===== src/inc/frar_pkg.sv =====
// ============================================================
// Shared constants and state types for the FIFO reset block
// ============================================================
package frar_pkg;

  // Consecutive reset-match cycles that qualify a FIFO reset
  localparam int unsigned SEQ_LEN = 8;
  localparam int unsigned SEQ_CW = 4;
  localparam logic [SEQ_CW-1:0] SEQ_LAST = SEQ_CW'(SEQ_LEN - 1);
  localparam logic [SEQ_CW-1:0] SEQ_ZERO = 4'h0;
  localparam logic [SEQ_CW-1:0] SEQ_ONE = 4'h1;

  // Writes still taken after a normal full first asserts
  localparam logic [SEQ_CW-1:0] EXTRA_WRITES = 4'h8;

  // Address register and character widths
  localparam int unsigned ADDR_W = 10;
  localparam logic [ADDR_W-1:0] MASK_NARROW = 10'h0FF;
  localparam logic [ADDR_W-1:0] MASK_WIDE = 10'h3FF;
  localparam logic [ADDR_W-1:0] ADDR_RESET = 10'h000;

  // Match mode of the address register
  typedef enum logic {
    FRAR_MULTICAST = 1'b0,
    FRAR_UNICAST = 1'b1
  } frar_mode_t;

  // State of one reset qualification sequencer
  typedef struct packed {
    logic [SEQ_CW-1:0] cnt; // Consecutive reset-match cycles
    logic pend;             // Qualified, waiting for release
    logic release_p;        // One-cycle FIFO clear pulse
    logic block;            // Selection blocked this cycle
  } frar_seq_st_t;

  // State of the top level
  typedef struct packed {
    logic tx_hit;                 // Transmit reset-match
    logic tx_match;               // Transmit normal match
    logic rx_hit;                 // Receive reset-match
    logic rx_match;               // Receive normal match
    logic tx_sel_prev;            // Last sampled transmit select
    logic rx_sel_prev;            // Last sampled receive select
    logic tx_selected;            // Transmit FIFO selected
    logic rx_selected;            // Receive FIFO selected
    logic reg_rd;                 // Address register read active
    logic [SEQ_CW-1:0] extra;     // Writes taken since full
    logic [ADDR_W-1:0] addr;      // Serial address match value
    frar_mode_t mode;             // Unicast or multicast
    logic rx_force;               // Receive flags forced empty
    logic tx_push;                // Write into transmit FIFO
    logic rx_pop;                 // Read from receive FIFO
    logic drain;                  // Transmit FIFO drains to link
    logic tx_empty_n;
    logic tx_half_n;
    logic tx_full_n;
    logic tx_flag_oe_n;
    logic rx_empty_n;
    logic rx_full_n;
    logic rx_flag_oe_n;
    logic [ADDR_W-1:0] bus_o;     // Receive bus drive value
    logic bus_oe_n;               // Receive bus drive enable
    logic addr_hit;               // Incoming address matched
  } frar_top_st_t;

endpackage : frar_pkg


===== src/frar_top.sv =====
`timescale 1ns/1ps
`default_nettype none
// ============================================================
// FIFO reset sequencing and serial address register access
// ============================================================
// Behaviour
// - Both FIFOs cleared at power-up automatically
// - Transmit FIFO drains while read enabled, not paused and not empty
// - Reset qualifies after eight consecutive reset-match cycles
// - Disruption before eight ends sequence, no reset
// - Flags stay driven during reset-match
// - Transmit enable holds off transmit counter
// - Counted transmit reset forces full flags
// - Reset-full blocks writes; normal full takes eight
// - Transmit reset proceeds after host removes condition
// - Request release keeps flags; match release floats
// - Transmit completion shown by empty flags
// - Transmit selection ignored cycle after release
// - Tied match: transmit enable stops counter
// - Receive reset progresses after request goes high
// - Receive reset forces empty until new data
// - Receive selection ignored cycle after release
// - Register reached with reset-match; direction pin
// - Address width follows character width
// - Write with special low sets multicast
// - Write with special high sets unicast
// - Register accesses stop receive reset count
// - Continuous selection blocks resets and writes
// - Transmit reset-match when match and request low
// - No match: flag drivers float
module frar_top (
  input wire logic sys_clk,
  input wire logic rst,
  input wire logic addr_match_n,
  input wire logic tx_reset_req_n,
  input wire logic rx_reset_req_n,
  input wire logic tx_select_n,
  input wire logic rx_select_n,
  input wire logic tx_pause_n,
  input wire logic cascade_timing,
  input wire logic char_width_sel,
  input wire logic rx_dir_sel,
  input wire logic rx_special_char_sel,
  input wire logic [frar_pkg::ADDR_W-1:0] rx_char_bus_i,
  output logic [frar_pkg::ADDR_W-1:0] rx_char_bus_o,
  output logic rx_char_bus_oe_n,
  input wire logic tx_host_write,
  input wire logic tx_read_en,
  input wire logic tx_fifo_empty,
  input wire logic tx_fifo_half,
  input wire logic tx_fifo_full,
  input wire logic rx_fifo_empty,
  input wire logic rx_fifo_full,
  input wire logic rx_fifo_write,
  input wire logic [frar_pkg::ADDR_W-1:0] rx_fifo_data,
  input wire logic [frar_pkg::ADDR_W-1:0] rx_addr_char,
  input wire logic rx_addr_valid,
  output logic tx_empty_flag_n,
  output logic tx_half_flag_n,
  output logic tx_full_flag_n,
  output logic tx_flag_oe_n,
  output logic rx_empty_flag_n,
  output logic rx_full_flag_n,
  output logic rx_flag_oe_n,
  output logic tx_fifo_push,
  output logic rx_fifo_pop,
  output logic tx_drain_en,
  output logic tx_fifo_clear,
  output logic rx_fifo_clear,
  output logic addr_hit
);
  import frar_pkg::*;

  // ==========================================================
  // Helper functions
  // ==========================================================

  // Active bits of a character for the chosen width
  function automatic logic [ADDR_W-1:0] width_mask(input logic narrow);
    width_mask = narrow ? MASK_NARROW : MASK_WIDE;
  endfunction : width_mask

  // Address compare in unicast or multicast mode
  function automatic logic addr_cmp(input logic [ADDR_W-1:0] stored,
                                    input logic [ADDR_W-1:0] incoming,
                                    input logic [ADDR_W-1:0] mask,
                                    input frar_mode_t mode);
    logic [ADDR_W-1:0] same;
    same = ~(stored ^ incoming) & mask;
    if (mode == FRAR_UNICAST) begin
      addr_cmp = (same == mask);
    end else begin
      addr_cmp = |same;
    end
  endfunction : addr_cmp

  // ==========================================================
  // Declarations
  // ==========================================================
  frar_top_st_t q, d;
  logic tx_pend; // Transmit reset recognised
  logic rx_pend; // Receive reset recognised
  logic tx_block; // Transmit selection blocked
  logic rx_block; // Receive selection blocked
  logic tx_inhibit; // Transmit enable seen asserted
  logic rx_strobe; // Falling edge of receive select
  logic tx_strobe; // Falling edge of transmit select
  logic [ADDR_W-1:0] mask; // Current width mask

  // Enable polarity that counts as asserted differs in cascade
  // timing, so the hold-off follows the strap
  assign tx_inhibit = cascade_timing ? tx_select_n
                                     : !tx_select_n;
  // Edge detect needs a high-to-low step, so a select held low
  // since reset never strobes
  assign tx_strobe = q.tx_sel_prev && !tx_select_n;
  assign rx_strobe = q.rx_sel_prev && !rx_select_n;
  assign mask = width_mask(char_width_sel);

  // ==========================================================
  // Reset sequencers
  // ==========================================================

  // Transmit side releases when the reset-match goes away
  frar_seq u_tx_seq (
    .sys_clk(sys_clk),
    .rst(rst),
    .hit(q.tx_hit),
    .inhibit(tx_inhibit),
    .rel(!q.tx_hit),
    .pend(tx_pend),
    .clear(tx_fifo_clear),
    .block(tx_block)
  );

  // Receive side releases only on a high request; strobes for
  // register access count as disruption
  frar_seq u_rx_seq (
    .sys_clk(sys_clk),
    .rst(rst),
    .hit(q.rx_hit),
    .inhibit(!rx_select_n),
    .rel(rx_reset_req_n),
    .pend(rx_pend),
    .clear(rx_fifo_clear),
    .block(rx_block)
  );

  // ==========================================================
  // Next-state logic
  // ==========================================================
  always_comb begin
    d = q;
    // Match conditions sampled at each edge
    d.tx_hit = !addr_match_n && !tx_reset_req_n;
    d.tx_match = !addr_match_n && tx_reset_req_n;
    d.rx_hit = !addr_match_n && !rx_reset_req_n;
    d.rx_match = !addr_match_n && rx_reset_req_n;
    d.tx_sel_prev = tx_select_n;
    d.rx_sel_prev = rx_select_n;
    d.tx_push = 1'b0;
    d.rx_pop = 1'b0;

    // Transmit selection; an attempt in the blocked cycle is lost
    // and the next edge needs a fresh deassert first
    if (tx_select_n) begin
      d.tx_selected = 1'b0;
    end else if (tx_strobe && q.tx_match && !tx_block) begin
      d.tx_selected = 1'b1;
    end

    // Writes after a normal full are still counted in
    if (!tx_fifo_full) begin
      d.extra = SEQ_ZERO;
    end
    if (q.tx_selected && tx_host_write && !tx_pend &&
        (!tx_fifo_full || q.extra < EXTRA_WRITES)) begin
      d.tx_push = 1'b1;
      if (tx_fifo_full) begin
        d.extra = q.extra + SEQ_ONE;
      end
    end

    // Drain to the link while reading is enabled, not paused and the FIFO is not empty
    d.drain = tx_read_en && tx_pause_n && !tx_fifo_empty;

    // Transmit flags: forced full while the reset is pending,
    // true FIFO state afterwards shows completion as empty
    if (tx_pend) begin
      d.tx_empty_n = 1'b1;
      d.tx_half_n = 1'b0;
      d.tx_full_n = 1'b0;
    end else begin
      d.tx_empty_n = !tx_fifo_empty;
      d.tx_half_n = !tx_fifo_half;
      d.tx_full_n = !tx_fifo_full;
    end
    d.tx_flag_oe_n = !(d.tx_hit || d.tx_match);

    // Receive flags stay empty from recognition until new data
    if (rx_pend) begin
      d.rx_force = 1'b1;
    end else if (rx_fifo_write) begin
      d.rx_force = 1'b0;
    end
    d.rx_empty_n = !(d.rx_force || rx_fifo_empty);
    d.rx_full_n = d.rx_force || !rx_fifo_full;
    d.rx_flag_oe_n = !(d.rx_hit || d.rx_match);

    // Receive selection and register access
    if (rx_select_n) begin
      d.rx_selected = 1'b0;
      d.reg_rd = 1'b0;
    end else if (rx_strobe && q.rx_hit) begin
      if (rx_dir_sel) begin
        d.reg_rd = 1'b1;
      end else begin
        d.addr = rx_char_bus_i & mask;
        d.mode = rx_special_char_sel ? FRAR_UNICAST
                                     : FRAR_MULTICAST;
      end
    end else if (rx_strobe && q.rx_match && !rx_block) begin
      d.rx_selected = 1'b1;
    end
    if (d.rx_selected && !rx_fifo_empty && !d.rx_force) begin
      d.rx_pop = 1'b1;
    end

    // Bus drive: register value on a read, FIFO data if selected
    if (d.reg_rd) begin
      d.bus_o = q.addr & mask;
      d.bus_oe_n = 1'b0;
    end else if (d.rx_selected) begin
      d.bus_o = rx_fifo_data & mask;
      d.bus_oe_n = 1'b0;
    end else begin
      d.bus_o = ADDR_RESET;
      d.bus_oe_n = 1'b1;
    end

    // Compare incoming address characters
    if (rx_addr_valid) begin
      d.addr_hit = addr_cmp(q.addr, rx_addr_char, mask, q.mode);
    end else begin
      d.addr_hit = 1'b0;
    end
  end

  // ==========================================================
  // State register
  // ==========================================================
  // Select history resets to asserted so continuous selection
  // from power-up produces no strobe
  always_ff @(posedge sys_clk or posedge rst) begin
    if (rst) begin
      q <= '{tx_hit: 1'b0, tx_match: 1'b0, rx_hit: 1'b0,
             rx_match: 1'b0, tx_sel_prev: 1'b0, rx_sel_prev: 1'b0,
             tx_selected: 1'b0, rx_selected: 1'b0, reg_rd: 1'b0,
             extra: SEQ_ZERO, addr: ADDR_RESET, mode: FRAR_MULTICAST,
             rx_force: 1'b0, tx_push: 1'b0, rx_pop: 1'b0,
             drain: 1'b0, tx_empty_n: 1'b1, tx_half_n: 1'b1,
             tx_full_n: 1'b1, tx_flag_oe_n: 1'b1, rx_empty_n: 1'b1,
             rx_full_n: 1'b1, rx_flag_oe_n: 1'b1, bus_o: ADDR_RESET,
             bus_oe_n: 1'b1, addr_hit: 1'b0};
    end else begin
      q <= d;
    end
  end

  // ==========================================================
  // Outputs, all from flip-flops
  // ==========================================================
  assign rx_char_bus_o = q.bus_o;
  assign rx_char_bus_oe_n = q.bus_oe_n;
  assign tx_empty_flag_n = q.tx_empty_n;
  assign tx_half_flag_n = q.tx_half_n;
  assign tx_full_flag_n = q.tx_full_n;
  assign tx_flag_oe_n = q.tx_flag_oe_n;
  assign rx_empty_flag_n = q.rx_empty_n;
  assign rx_full_flag_n = q.rx_full_n;
  assign rx_flag_oe_n = q.rx_flag_oe_n;
  assign tx_fifo_push = q.tx_push;
  assign rx_fifo_pop = q.rx_pop;
  assign tx_drain_en = q.drain;
  assign addr_hit = q.addr_hit;

endmodule : frar_top
`default_nettype wire


===== src/frar_seq.sv =====
`timescale 1ns/1ps
`default_nettype none
// ============================================================
// Reset qualification sequencer for one FIFO side
// ============================================================
module frar_seq (
  input wire logic sys_clk,
  input wire logic rst,
  input wire logic hit,       // Reset-match present
  input wire logic inhibit,   // Enable asserted, restarts counter
  input wire logic rel,       // External reset condition removed
  output logic pend,          // Reset recognised, not released
  output logic clear,         // One-cycle FIFO clear pulse
  output logic block          // Selection ignored this cycle
);
  import frar_pkg::*;

  frar_seq_st_t q, d;

  // Next-state logic
  always_comb begin
    d = q;
    d.release_p = 1'b0;
    d.block = q.release_p; // Cycle after release blocks selection
    if (q.pend) begin
      // Internal reset waits for the host to remove the reset condition
      d.cnt = SEQ_ZERO;
      if (rel) begin
        d.pend = 1'b0;
        d.release_p = 1'b1;
      end
    end else if (!hit || inhibit) begin
      // Any disruption restarts the count from zero
      d.cnt = SEQ_ZERO;
    end else if (q.cnt == SEQ_LAST) begin
      d.pend = 1'b1;
      d.cnt = SEQ_ZERO;
    end else begin
      d.cnt = q.cnt + SEQ_ONE;
    end
  end

  // State register; clear pulse is high out of reset so both
  // FIFOs are emptied at power-up with no host action
  always_ff @(posedge sys_clk or posedge rst) begin
    if (rst) begin
      q <= '{cnt: SEQ_ZERO, pend: 1'b0, release_p: 1'b1, block: 1'b0};
    end else begin
      q <= d;
    end
  end

  assign pend = q.pend;
  assign clear = q.release_p;
  assign block = q.block;

endmodule : frar_seq
`default_nettype wire


===== config.mk =====
export PLATFORM = sky130hd
export DESIGN_NAME = frar_top
export DESIGN_NICKNAME = d
export VERILOG_FILES = /design/src/inc/frar_pkg.sv /design/src/frar_top.sv /design/src/frar_seq.sv
export SDC_FILE = /design/constraint.sdc
export NUM_CORES = 1
export LEC_CHECK = 0
export BUFFER_PORTS_ARGS = -buffer_cell sky130_fd_sc_hd__clkbuf_2
export CELL_PAD_IN_SITES_DETAIL_PLACEMENT = 1
export CELL_PAD_IN_SITES_GLOBAL_PLACEMENT = 1
export CORE_AREA = 3 3 95 97
export CTS_BUF_LIST = sky130_fd_sc_hd__clkbuf_8
export DETAILED_ROUTE_END_ITERATION = 12
export DIE_AREA = 0 0 98 100
export GPL_TIMING_DRIVEN = 0
export PLACE_DENSITY_LB_ADDON = 0.1
export REMOVE_ABC_BUFFERS = 1
export SYNTH_ARGS = -nofsm -noshare
export SYNTH_HDL_FRONTEND = slang
export SYNTH_SLANG_ARGS = --single-unit

===== constraint.sdc =====
create_clock -name sys_clk -period 2.5 [get_ports sys_clk]
set_input_delay 0.5 -clock sys_clk [delete_from_list [all_inputs] [get_ports sys_clk]]
set_output_delay 0.5 -clock sys_clk [all_outputs]
set_load 0.005 [all_outputs]

== Word-level counts from Yosys, hierarchy flattened ==
Index checks and enable logic that the tools add are counted.
Cells by class
  add/subtract/negate cells: 3
  eq/ne operators: 3
  magnitude comparators: 1
  mux-type cells: 36
  reduce and logical (&&, ||, !) cells: 47
  bitwise gates (word level): 8
Operators by type and width (count)
  10-bit bitwise AND: 4
  4-bit two-way mux: 7
  11-bit two-way mux: 2
  1-bit two-way mux: 20
  1-bit logical NOT: 19
  1-bit logical AND: 18
  4-bit by 1-bit adder with 4-bit output (second input constant): 3
  10-bit equality test: 1
  10-bit two-way mux: 1
  5-bit two-way mux: 2
  10-bit NOT: 1
  10-bit OR reduction: 1
  10-bit bitwise XOR: 1
  4-bit by 3-bit equality test with 1-bit output (second input constant): 2
  1-bit logical OR: 7
  2-bit two-way mux: 3
  4-bit < comparator (second input constant): 1
  3-bit two-way mux: 1
  3-bit AND reduction: 1
  1-bit NOT: 2
  2-bit nonzero test: 1
Storage, ports and cells
  register bits after elaboration: 61
  input port bits: 51
  output and inout port bits: 24

== Logic depth before layout (Yosys ltp) ==
Gate-level depths: netlist of run 1.
  depth in word-level cells: 10
  mapped depth: 5
  gate-level depth less buffers: 4

== By module ==
A second synthesis of run 1 with hierarchy kept.
Second synthesis, totals
  cells, all modules: 198
  area total of the unflattened synthesis: 2514.9 um^2
By module, submodules not included
  frar_top: times used 1, cells each 152, area each 1929.4 um^2, sequential area each 1186.1 um^2
  frar_seq: times used 2, cells each 23, area each 292.8 um^2, sequential area each 176.4 um^2

== Least setup slack after synthesis of run 1 ==
OpenSTA, ideal clock, no wires.
  path kind: input -> register
  start point: input rx_select_n
  end point: register q[23] in the netlist's numbering
  setup time: 125 ps
  cell stages on the path: 3
  data arrival time: 1233 ps
  path slack: 1143 ps
  path through: nor3_4 > buf_4 > mux2_2
Between the ends
  longest elaborated chain between the ends: 4
Ends and longest elaborated chain
  start: declaration: line frar_top.sv:38  | input wire logic rx_select_n,
  1-bit logical NOT: line frar_top.sv:117  | assign rx_strobe = q.rx_sel_prev && !rx_select_n;
  1-bit logical AND: line frar_top.sv:117
  1-bit logical AND: line frar_top.sv:214  | end else if (rx_strobe && q.rx_hit) begin
  3-bit AND reduction (no line) (*)
  end signal: assignment: line frar_top.sv:256  | q <= '{tx_hit: 1'b0, tx_match: 1'b0, rx_hit: 1'b0,
  end: declaration: line frar_top.sv:100  | frar_top_st_t q, d;
Every way passes the cells marked *; elsewhere a longest branch is shown, timed or not.
A chain may end at the register's enable or synchronous reset.

==> run_results.csv, run 1 <==
group,metric,value,unit
worst_setup_path,worstSetupStartpointType,"register",
worst_setup_path,cp_cell_sequence,"a31oi_1, nor2_1, a22oi_1, nor2_1",
routing,wire_per_inst,13.7,um
grt,gr-usage-all-layers,11.5,%
synthesis,synth_area_leaders,"dfrtp_1 (52%), dfstp_2 (11%), xor2_1 (4.6%)",
run,maxCapViolCount,0,
routing,viasPerCell,4.40,
worst_setup_path,worst_setup_path_end_kind,"register",
clock_tree,postCtsSetupRepairBufs,0,
timing,max_freq,637,MHz
pwr,p_clk_share,36.9,%
routing,routed_wl,5170,um
clock_tree,worstSkewPairLatency,330,ps
layout,area_growth,24.2,%
worst_setup_path,cp_slowest_cell,"nor2_1",
die,core_area,8220,um2
grt,grt-ovfl-total,0,
grt,grt_max_degree,33,
die,rows,33,
worst_setup_path,crit_type,"reg -> reg",
layout,final_area,3070,um2
placed_design,portBuffers,74,
grt,grt_pass1_wl,8710,um
routing,drtIter0Drc,27,
worst_setup_path,reg2regPathDepth,4,
synthesis,synthCells,195,
synthesis,ys.flop_type,"dfrtp_1",
worst_setup_path,arrival,1830,ps
clock_tree,numCtsBuffers,9,
synthesis,synth_top_area_share,51.7,%
clock_tree,postCtsHoldBufs,0,
synthesis,synth_common_cells,"dfrtp_1 (51), nor2_1 (22), xor2_1 (13)",
worst_setup_path,worst-path-buf-inv,0,
worst_setup_path,reg2reg_from,"q[44]$_DFF_PP0_",
layout,antennaDiodeCount,0,
routing,drc,0,
pwr,combinationalPowerShare,10.6,%
timing,setup_viol,0,
placed_design,dp_slack,613,ps
die,die-height,100,um
clock_tree,cts_tree,"done",
timing,drv_slew,0,
routing,num_vias,1655,
synthesis,synth_cell_types,38,
synthesis,synthesis.area,2470,um2
status,outcome,"finished, final reports clean",
placed_design,postPlaceCellArea,2890,um2
worst_setup_path,r2r-end,"rx_char_bus_o[8]$_DFF_PP0_",
timing,min_period_over_period,62.8,%
timing,skew,7.90,ps
clock_tree,cts_resized,0,
grt,grt_antenna_before_repair,0,
synthesis,yosysMostFrequentCell,"dfrtp_1",
placed_design,dpl.hpwl,3900,um
clock_tree,cts.sinks,61,
synthesis,synth_seq_area_share,62.3,%
grt,grt_pass1_vias,1790,
layout,fin_nets,320,
clock_tree,path_clk_slew,70,ps
pwr,ir_worst_vdd,0.257,mV
pwr,p_leak,1.55,nW
die,start_util,30.1,%
pwr,internal_power,1.60,mW
timing,worst_slack,929,ps
worst_setup_path,critical_path.most_common_cell,"nor2_1",
clock_tree,ctsLongestPathBuffers,2,
pwr,p_seq_share,52.5,%
clock_tree,cts_max_level,3,
timing,fin_crit,1570,ps
min_path,min_path_type,"in -> async",
synthesis,synth_top_area_cell,"dfrtp_1",
die,fp.dieW,98,um
synthesis,ys_seq_elements,61,
placed_design,gp_congestion,0.709,
routing,dr.pass1.iters,4,
layout,drive_above_1_share,41.0,%
worst_setup_path,required,2760,ps
routing,ant_nets,0,
timing,hold_viol,0,
worst_setup_path,r2r_slack,930,ps
synthesis,avgSynthCellArea,12.7,um2
pwr,p_sw_share,24.4,%
timing,rsz0062_at_grt,"false",
worst_setup_path,path_max_fanout,12,
die,io_pins,75,
timing,tns,0,ps
timing,relSlewSlack,41.7,%
die,die-area,9800,um2
worst_setup_path,critPathMaxStageDelay,680,ps
pwr,pwr_density_cell,691,nW/um2
synthesis,synth-edff-count,0,
synthesis,async_reset_ff_share,100,%
pwr,netSwitchingPower,0.517,mW
worst_setup_path,crit_family,"simple AND/OR/NAND/NOR gates",
timing,tightest_slew,871,ps
clock_tree,cts_root_buf,"clkbuf_8",
synthesis,yosys_warnings,0,
-- worst register-to-register path, delay by kind of cell, from the launching register on --
kind            cells  cell delay, ps
simple gates        2             800
flops               1             380
compound gates      2             330
-- flip-flops by register name (all words and copies together), names as in the netlist, 4 cells and up --
signal and cells:
u_rx_seq.q 4, rx_char_bus_o 10, q 25, u_tx_seq.q 4
-- cell usage in the layout (no fill, tap or decap), types with 4 or more instances in the layout --
cell type  instances
dfstp_2           10
nor2b_1            4
mux2_2             9
nand2_1            5
and2_1             4
a22o_1             8
xor2_1            13
clkbuf_8          12
nor2_1            22
inv_1             11
clkbuf_2          74
nand3b_1           4
dfrtp_1           51
nand3_1            4
-- stage by stage --
stage               hold slack [ps]  power [mW]  cells  utilization, %
floorplan                       383        1.25    180               -
global placement                393        1.35    359            34.9
detailed placement              394        1.36    360            35.1
CTS                             256        2.17    376            37.3
global route                    258        2.26    376            37.3
finish                          265        2.12    376            37.3
-- cell families (layout without fill, tap and decap cells) --
group	after synthesis	count (layout)	synth area share, %
multiplexers	10	10	4.51
flip-flops	61	61	62.3
AND/OR/NAND/NOR	55	55	11.9
adder cells (fa/ha/maj)	3	3	1.52
AO/OA/AOI/OAI	27	27	8.76
XOR/XNOR	15	15	5.32
buffers and inverters	24	100	5.67
-- area by class of cell --
| class | count | area (um2) |
|---|---|---|
| fill | 950 | 5150 |
| clock inverter | 4 | 16.3 |
| timing repair buffer | 75 | 390 |
| clock buffer | 12 | 165 |
| inverter | 9 | 33.8 |
| multi-input combinational | 110 | 791 |
| tap | 105 | 131 |
| sequential | 61 | 1540 |
-- how the worst max path moves through the flow --
stage | startpoint | to | slack, ps | cells after the start
6_report | q[44]$_DFF_PP0_ | rx_char_bus_o[8]$_DFF_PP0_ | 930 | 4
5_1_grt | q[44]$_DFF_PP0_ | rx_char_bus_o[9]$_DFF_PP0_ | 720 | 4
4_1_cts | q[44]$_DFF_PP0_ | rx_char_bus_o[8]$_DFF_PP0_ | 860 | 4
3_5_place_dp | rx_dir_sel | rx_char_bus_o[8]$_DFF_PP0_ | 610 | 5
3_3_place_gp | rst | rx_char_bus_o[8]$_DFF_PP0_ | -410 | 2
2_1_floorplan | rst | addr_hit$_DFF_PP0_ | 500 | 1
-- power groups by stage --
stage / clock network, mW / logic, mW / registers (mW)
floorplan: 0 / 0.128 / 1.12
global placement: 0 / 0.222 / 1.13
detailed placement: 0 / 0.230 / 1.13
CTS: 0.825 / 0.231 / 1.11
global route: 0.880 / 0.262 / 1.12
finish: 0.782 / 0.225 / 1.11
-- per-layer routing --
metal,routed length (um),GRT usage (%),vias to the layer above
li1,-,-,795
met1,2210,13.9,807
met2,2550,18.3,44
met3,322,5.00,9
met4,81,4.47,0
met5,0,0,-
No activity file was read; power rests on OpenSTA's default activity.
==> inputs of run 2 (changes only) <==
clock period = 1.63 ns   (was 2.5 ns; I/O delays follow)
==> run_results.csv, run 2 (synthesis results as in run 1) <==
group,metric,value,unit
placed_design,gp_congestion,0.709,
clock_tree,path_clk_slew,70,ps
routing,ant_nets,0,
grt,grt-ovfl-total,0,
status,outcome,"finished, final reports clean",
routing,wire_per_inst,13.7,um
placed_design,dpl.hpwl,3900,um
grt,grt_pass1_wl,8710,um
die,fp.dieW,98,um
pwr,p_leak,1.56,nW
die,io_pins,75,
worst_setup_path,cp_cell_sequence,"a31oi_1, o211a_1, a22oi_1, nor2_1",
routing,dr.pass1.iters,4,
timing,min_period_over_period,88.2,%
worst_setup_path,worstSetupStartpointType,"register",
layout,largest_reg_flops,25,
worst_setup_path,cp_slowest_cell,"o211a_1",
placed_design,portBuffers,74,
clock_tree,postCtsHoldBufs,0,
worst_setup_path,r2r-end,"rx_char_bus_o[8]$_DFF_PP0_",
worst_setup_path,crit_type,"reg -> reg",
grt,grt_antenna_before_repair,0,
grt,grt_max_degree,33,
routing,viasPerCell,4.39,
clock_tree,worstSkewPairLatency,320,ps
timing,whs,90.9,ps
routing,drc,0,
pwr,p_clk_share,36.9,%
timing,relSlewSlack,54.2,%
timing,fin_crit,1440,ps
timing,drv_slew,0,
clock_tree,numCtsBuffers,9,
worst_setup_path,cp-startpoint,"q[44]$_DFF_PP0_",
routing,num_vias,1660,
worst_setup_path,r2r_slack,190,ps
pwr,total_power,3.25,mW
routing,drtIter0Drc,26,
layout,regMostFlops,"q",
timing,rsz0062_at_grt,"false",
grt,gr-usage-all-layers,11.5,%
worst_setup_path,required,1890,ps
die,start_util,30.1,%
worst_setup_path,arrival,1700,ps
routing,routed_wl,5180,um
worst_setup_path,reg2reg_from,"q[44]$_DFF_PP0_",
pwr,internal_power,2.46,mW
clock_tree,cts_root_buf,"clkbuf_8",
clock_tree,ctsLongestPathBuffers,2,
min_path,min_path_type,"in -> async",
timing,setup_viol,0,
timing,skew,7.32,ps
pwr,combinationalPowerShare,10.7,%
pwr,p_sw_share,24.4,%
worst_setup_path,reg2regPathDepth,4,
worst_setup_path,critPathMaxStageDelay,460,ps
worst_setup_path,path_max_fanout,10,
pwr,p_seq_share,52.4,%
die,core_area,8220,um2
clock_tree,cts_tree,"done",
timing,tightest_slew,686,ps
layout,mostFrequentLayoutCells,"clkbuf_2 (74), dfrtp_1 (51), nor2_1 (21), xor2_1 (13), clkbuf_8 (12)",
die,die-height,100,um
grt,grt_pass1_vias,1787,
pwr,ir_worst_vdd,0.419,mV
placed_design,placedCellCount,360,
timing,max_freq,695,MHz
layout,antennaDiodeCount,0,
pwr,pwr_density_cell,1050,nW/um2
layout,final_cells,378,
worst_setup_path,worst_setup_path_end_kind,"register",
die,die-area,9800,um2
pwr,netSwitchingPower,0.792,mW
layout,final_common_cell,"clkbuf_2",
layout,area_growth,25.4,%
clock_tree,cts_max_level,3,
die,rows,33,
layout,fin_nets,322,
clock_tree,cts.sinks,61,
run,maxCapViolCount,0,
timing,hold_viol,0,
layout,drive_above_1_share,41.8,%
-- run 2: changes by cell type in the layout (fill, tap and decap cells not counted) --
cell,delta
nor2_1,-1
nor2_2,+1
buf_12,+1
buf_4,+1
-- run 2: worst max-delay path by stage --
stage / slack [ps] / end / depth (start not counted)
final: 190 / rx_char_bus_o[8]$_DFF_PP0_ / 4
after global routing: 60 / rx_char_bus_o[9]$_DFF_PP0_ / 4
after CTS: 70 / q[24]$_DFFE_PP0P_ / 3
after detailed placement: -80 / rx_char_bus_o[8]$_DFF_PP0_ / 5
after global placement: -1100 / rx_char_bus_o[8]$_DFF_PP0_ / 2
after floorplan: -190 / addr_hit$_DFF_PP0_ / 1
-- run 2: layer usage --
metal	global-route usage (%)	up-vias	share of wire, %	routed length (um)
li1	-	800	-	-
met1	13.9	805	43	2230
met2	18.3	46	49	2540
met3	5.00	9	6.5	334
met4	4.47	0	1.6	81
met5	0	-	0	0
-- run 2: layout make-up --
class	instances	area [um2]
Sequential cell	61	1540
Clock inverter	4	16.3
Fill cell	948	5120
Clock buffer	12	165
Timing Repair Buffer	77	418
Multi-Input combinational cell	110	793
Tap cell	105	131
Inverter	9	33.8
-- run 2: critical path: cells and delay by family (launching register included) --
family	cells	cell delay (ps)
compound gates	3	880
flops	1	400
simple gates	1	110
-- run 2: power groups by stage --
stage	Sequential [mW]	Clock (mW)	Combinational, mW
2_1_floorplan	1.72	0	0.196
3_3_place_gp	1.73	0	0.341
3_5_place_dp	1.73	0	0.352
4_1_cts	1.71	1.27	0.355
5_1_grt	1.72	1.35	0.405
6_report	1.70	1.20	0.348
-- run 2: per-stage QoR --
step / instance area [um2] / setup slack (ps) / TNS, ps / utilization (%)
after global routing: 3100 / 63.0 / 0 / 37.7
final: 3100 / 192 / 0 / 37.7
after detailed placement: 2890 / -83.4 / -448 / 35.1
after floorplan: 2360 / -192 / -9820 / -
after global placement: 2870 / -1100 / -61690 / 34.9
after CTS: 3070 / 70.1 / 0 / 37.4
-- run 2: repair_timing --
item	4_1_cts	5_1_grt
resized for setup	1	0
pin swaps	0	1
endpoints found under the setup margin	2	9
buffers inserted	0	2
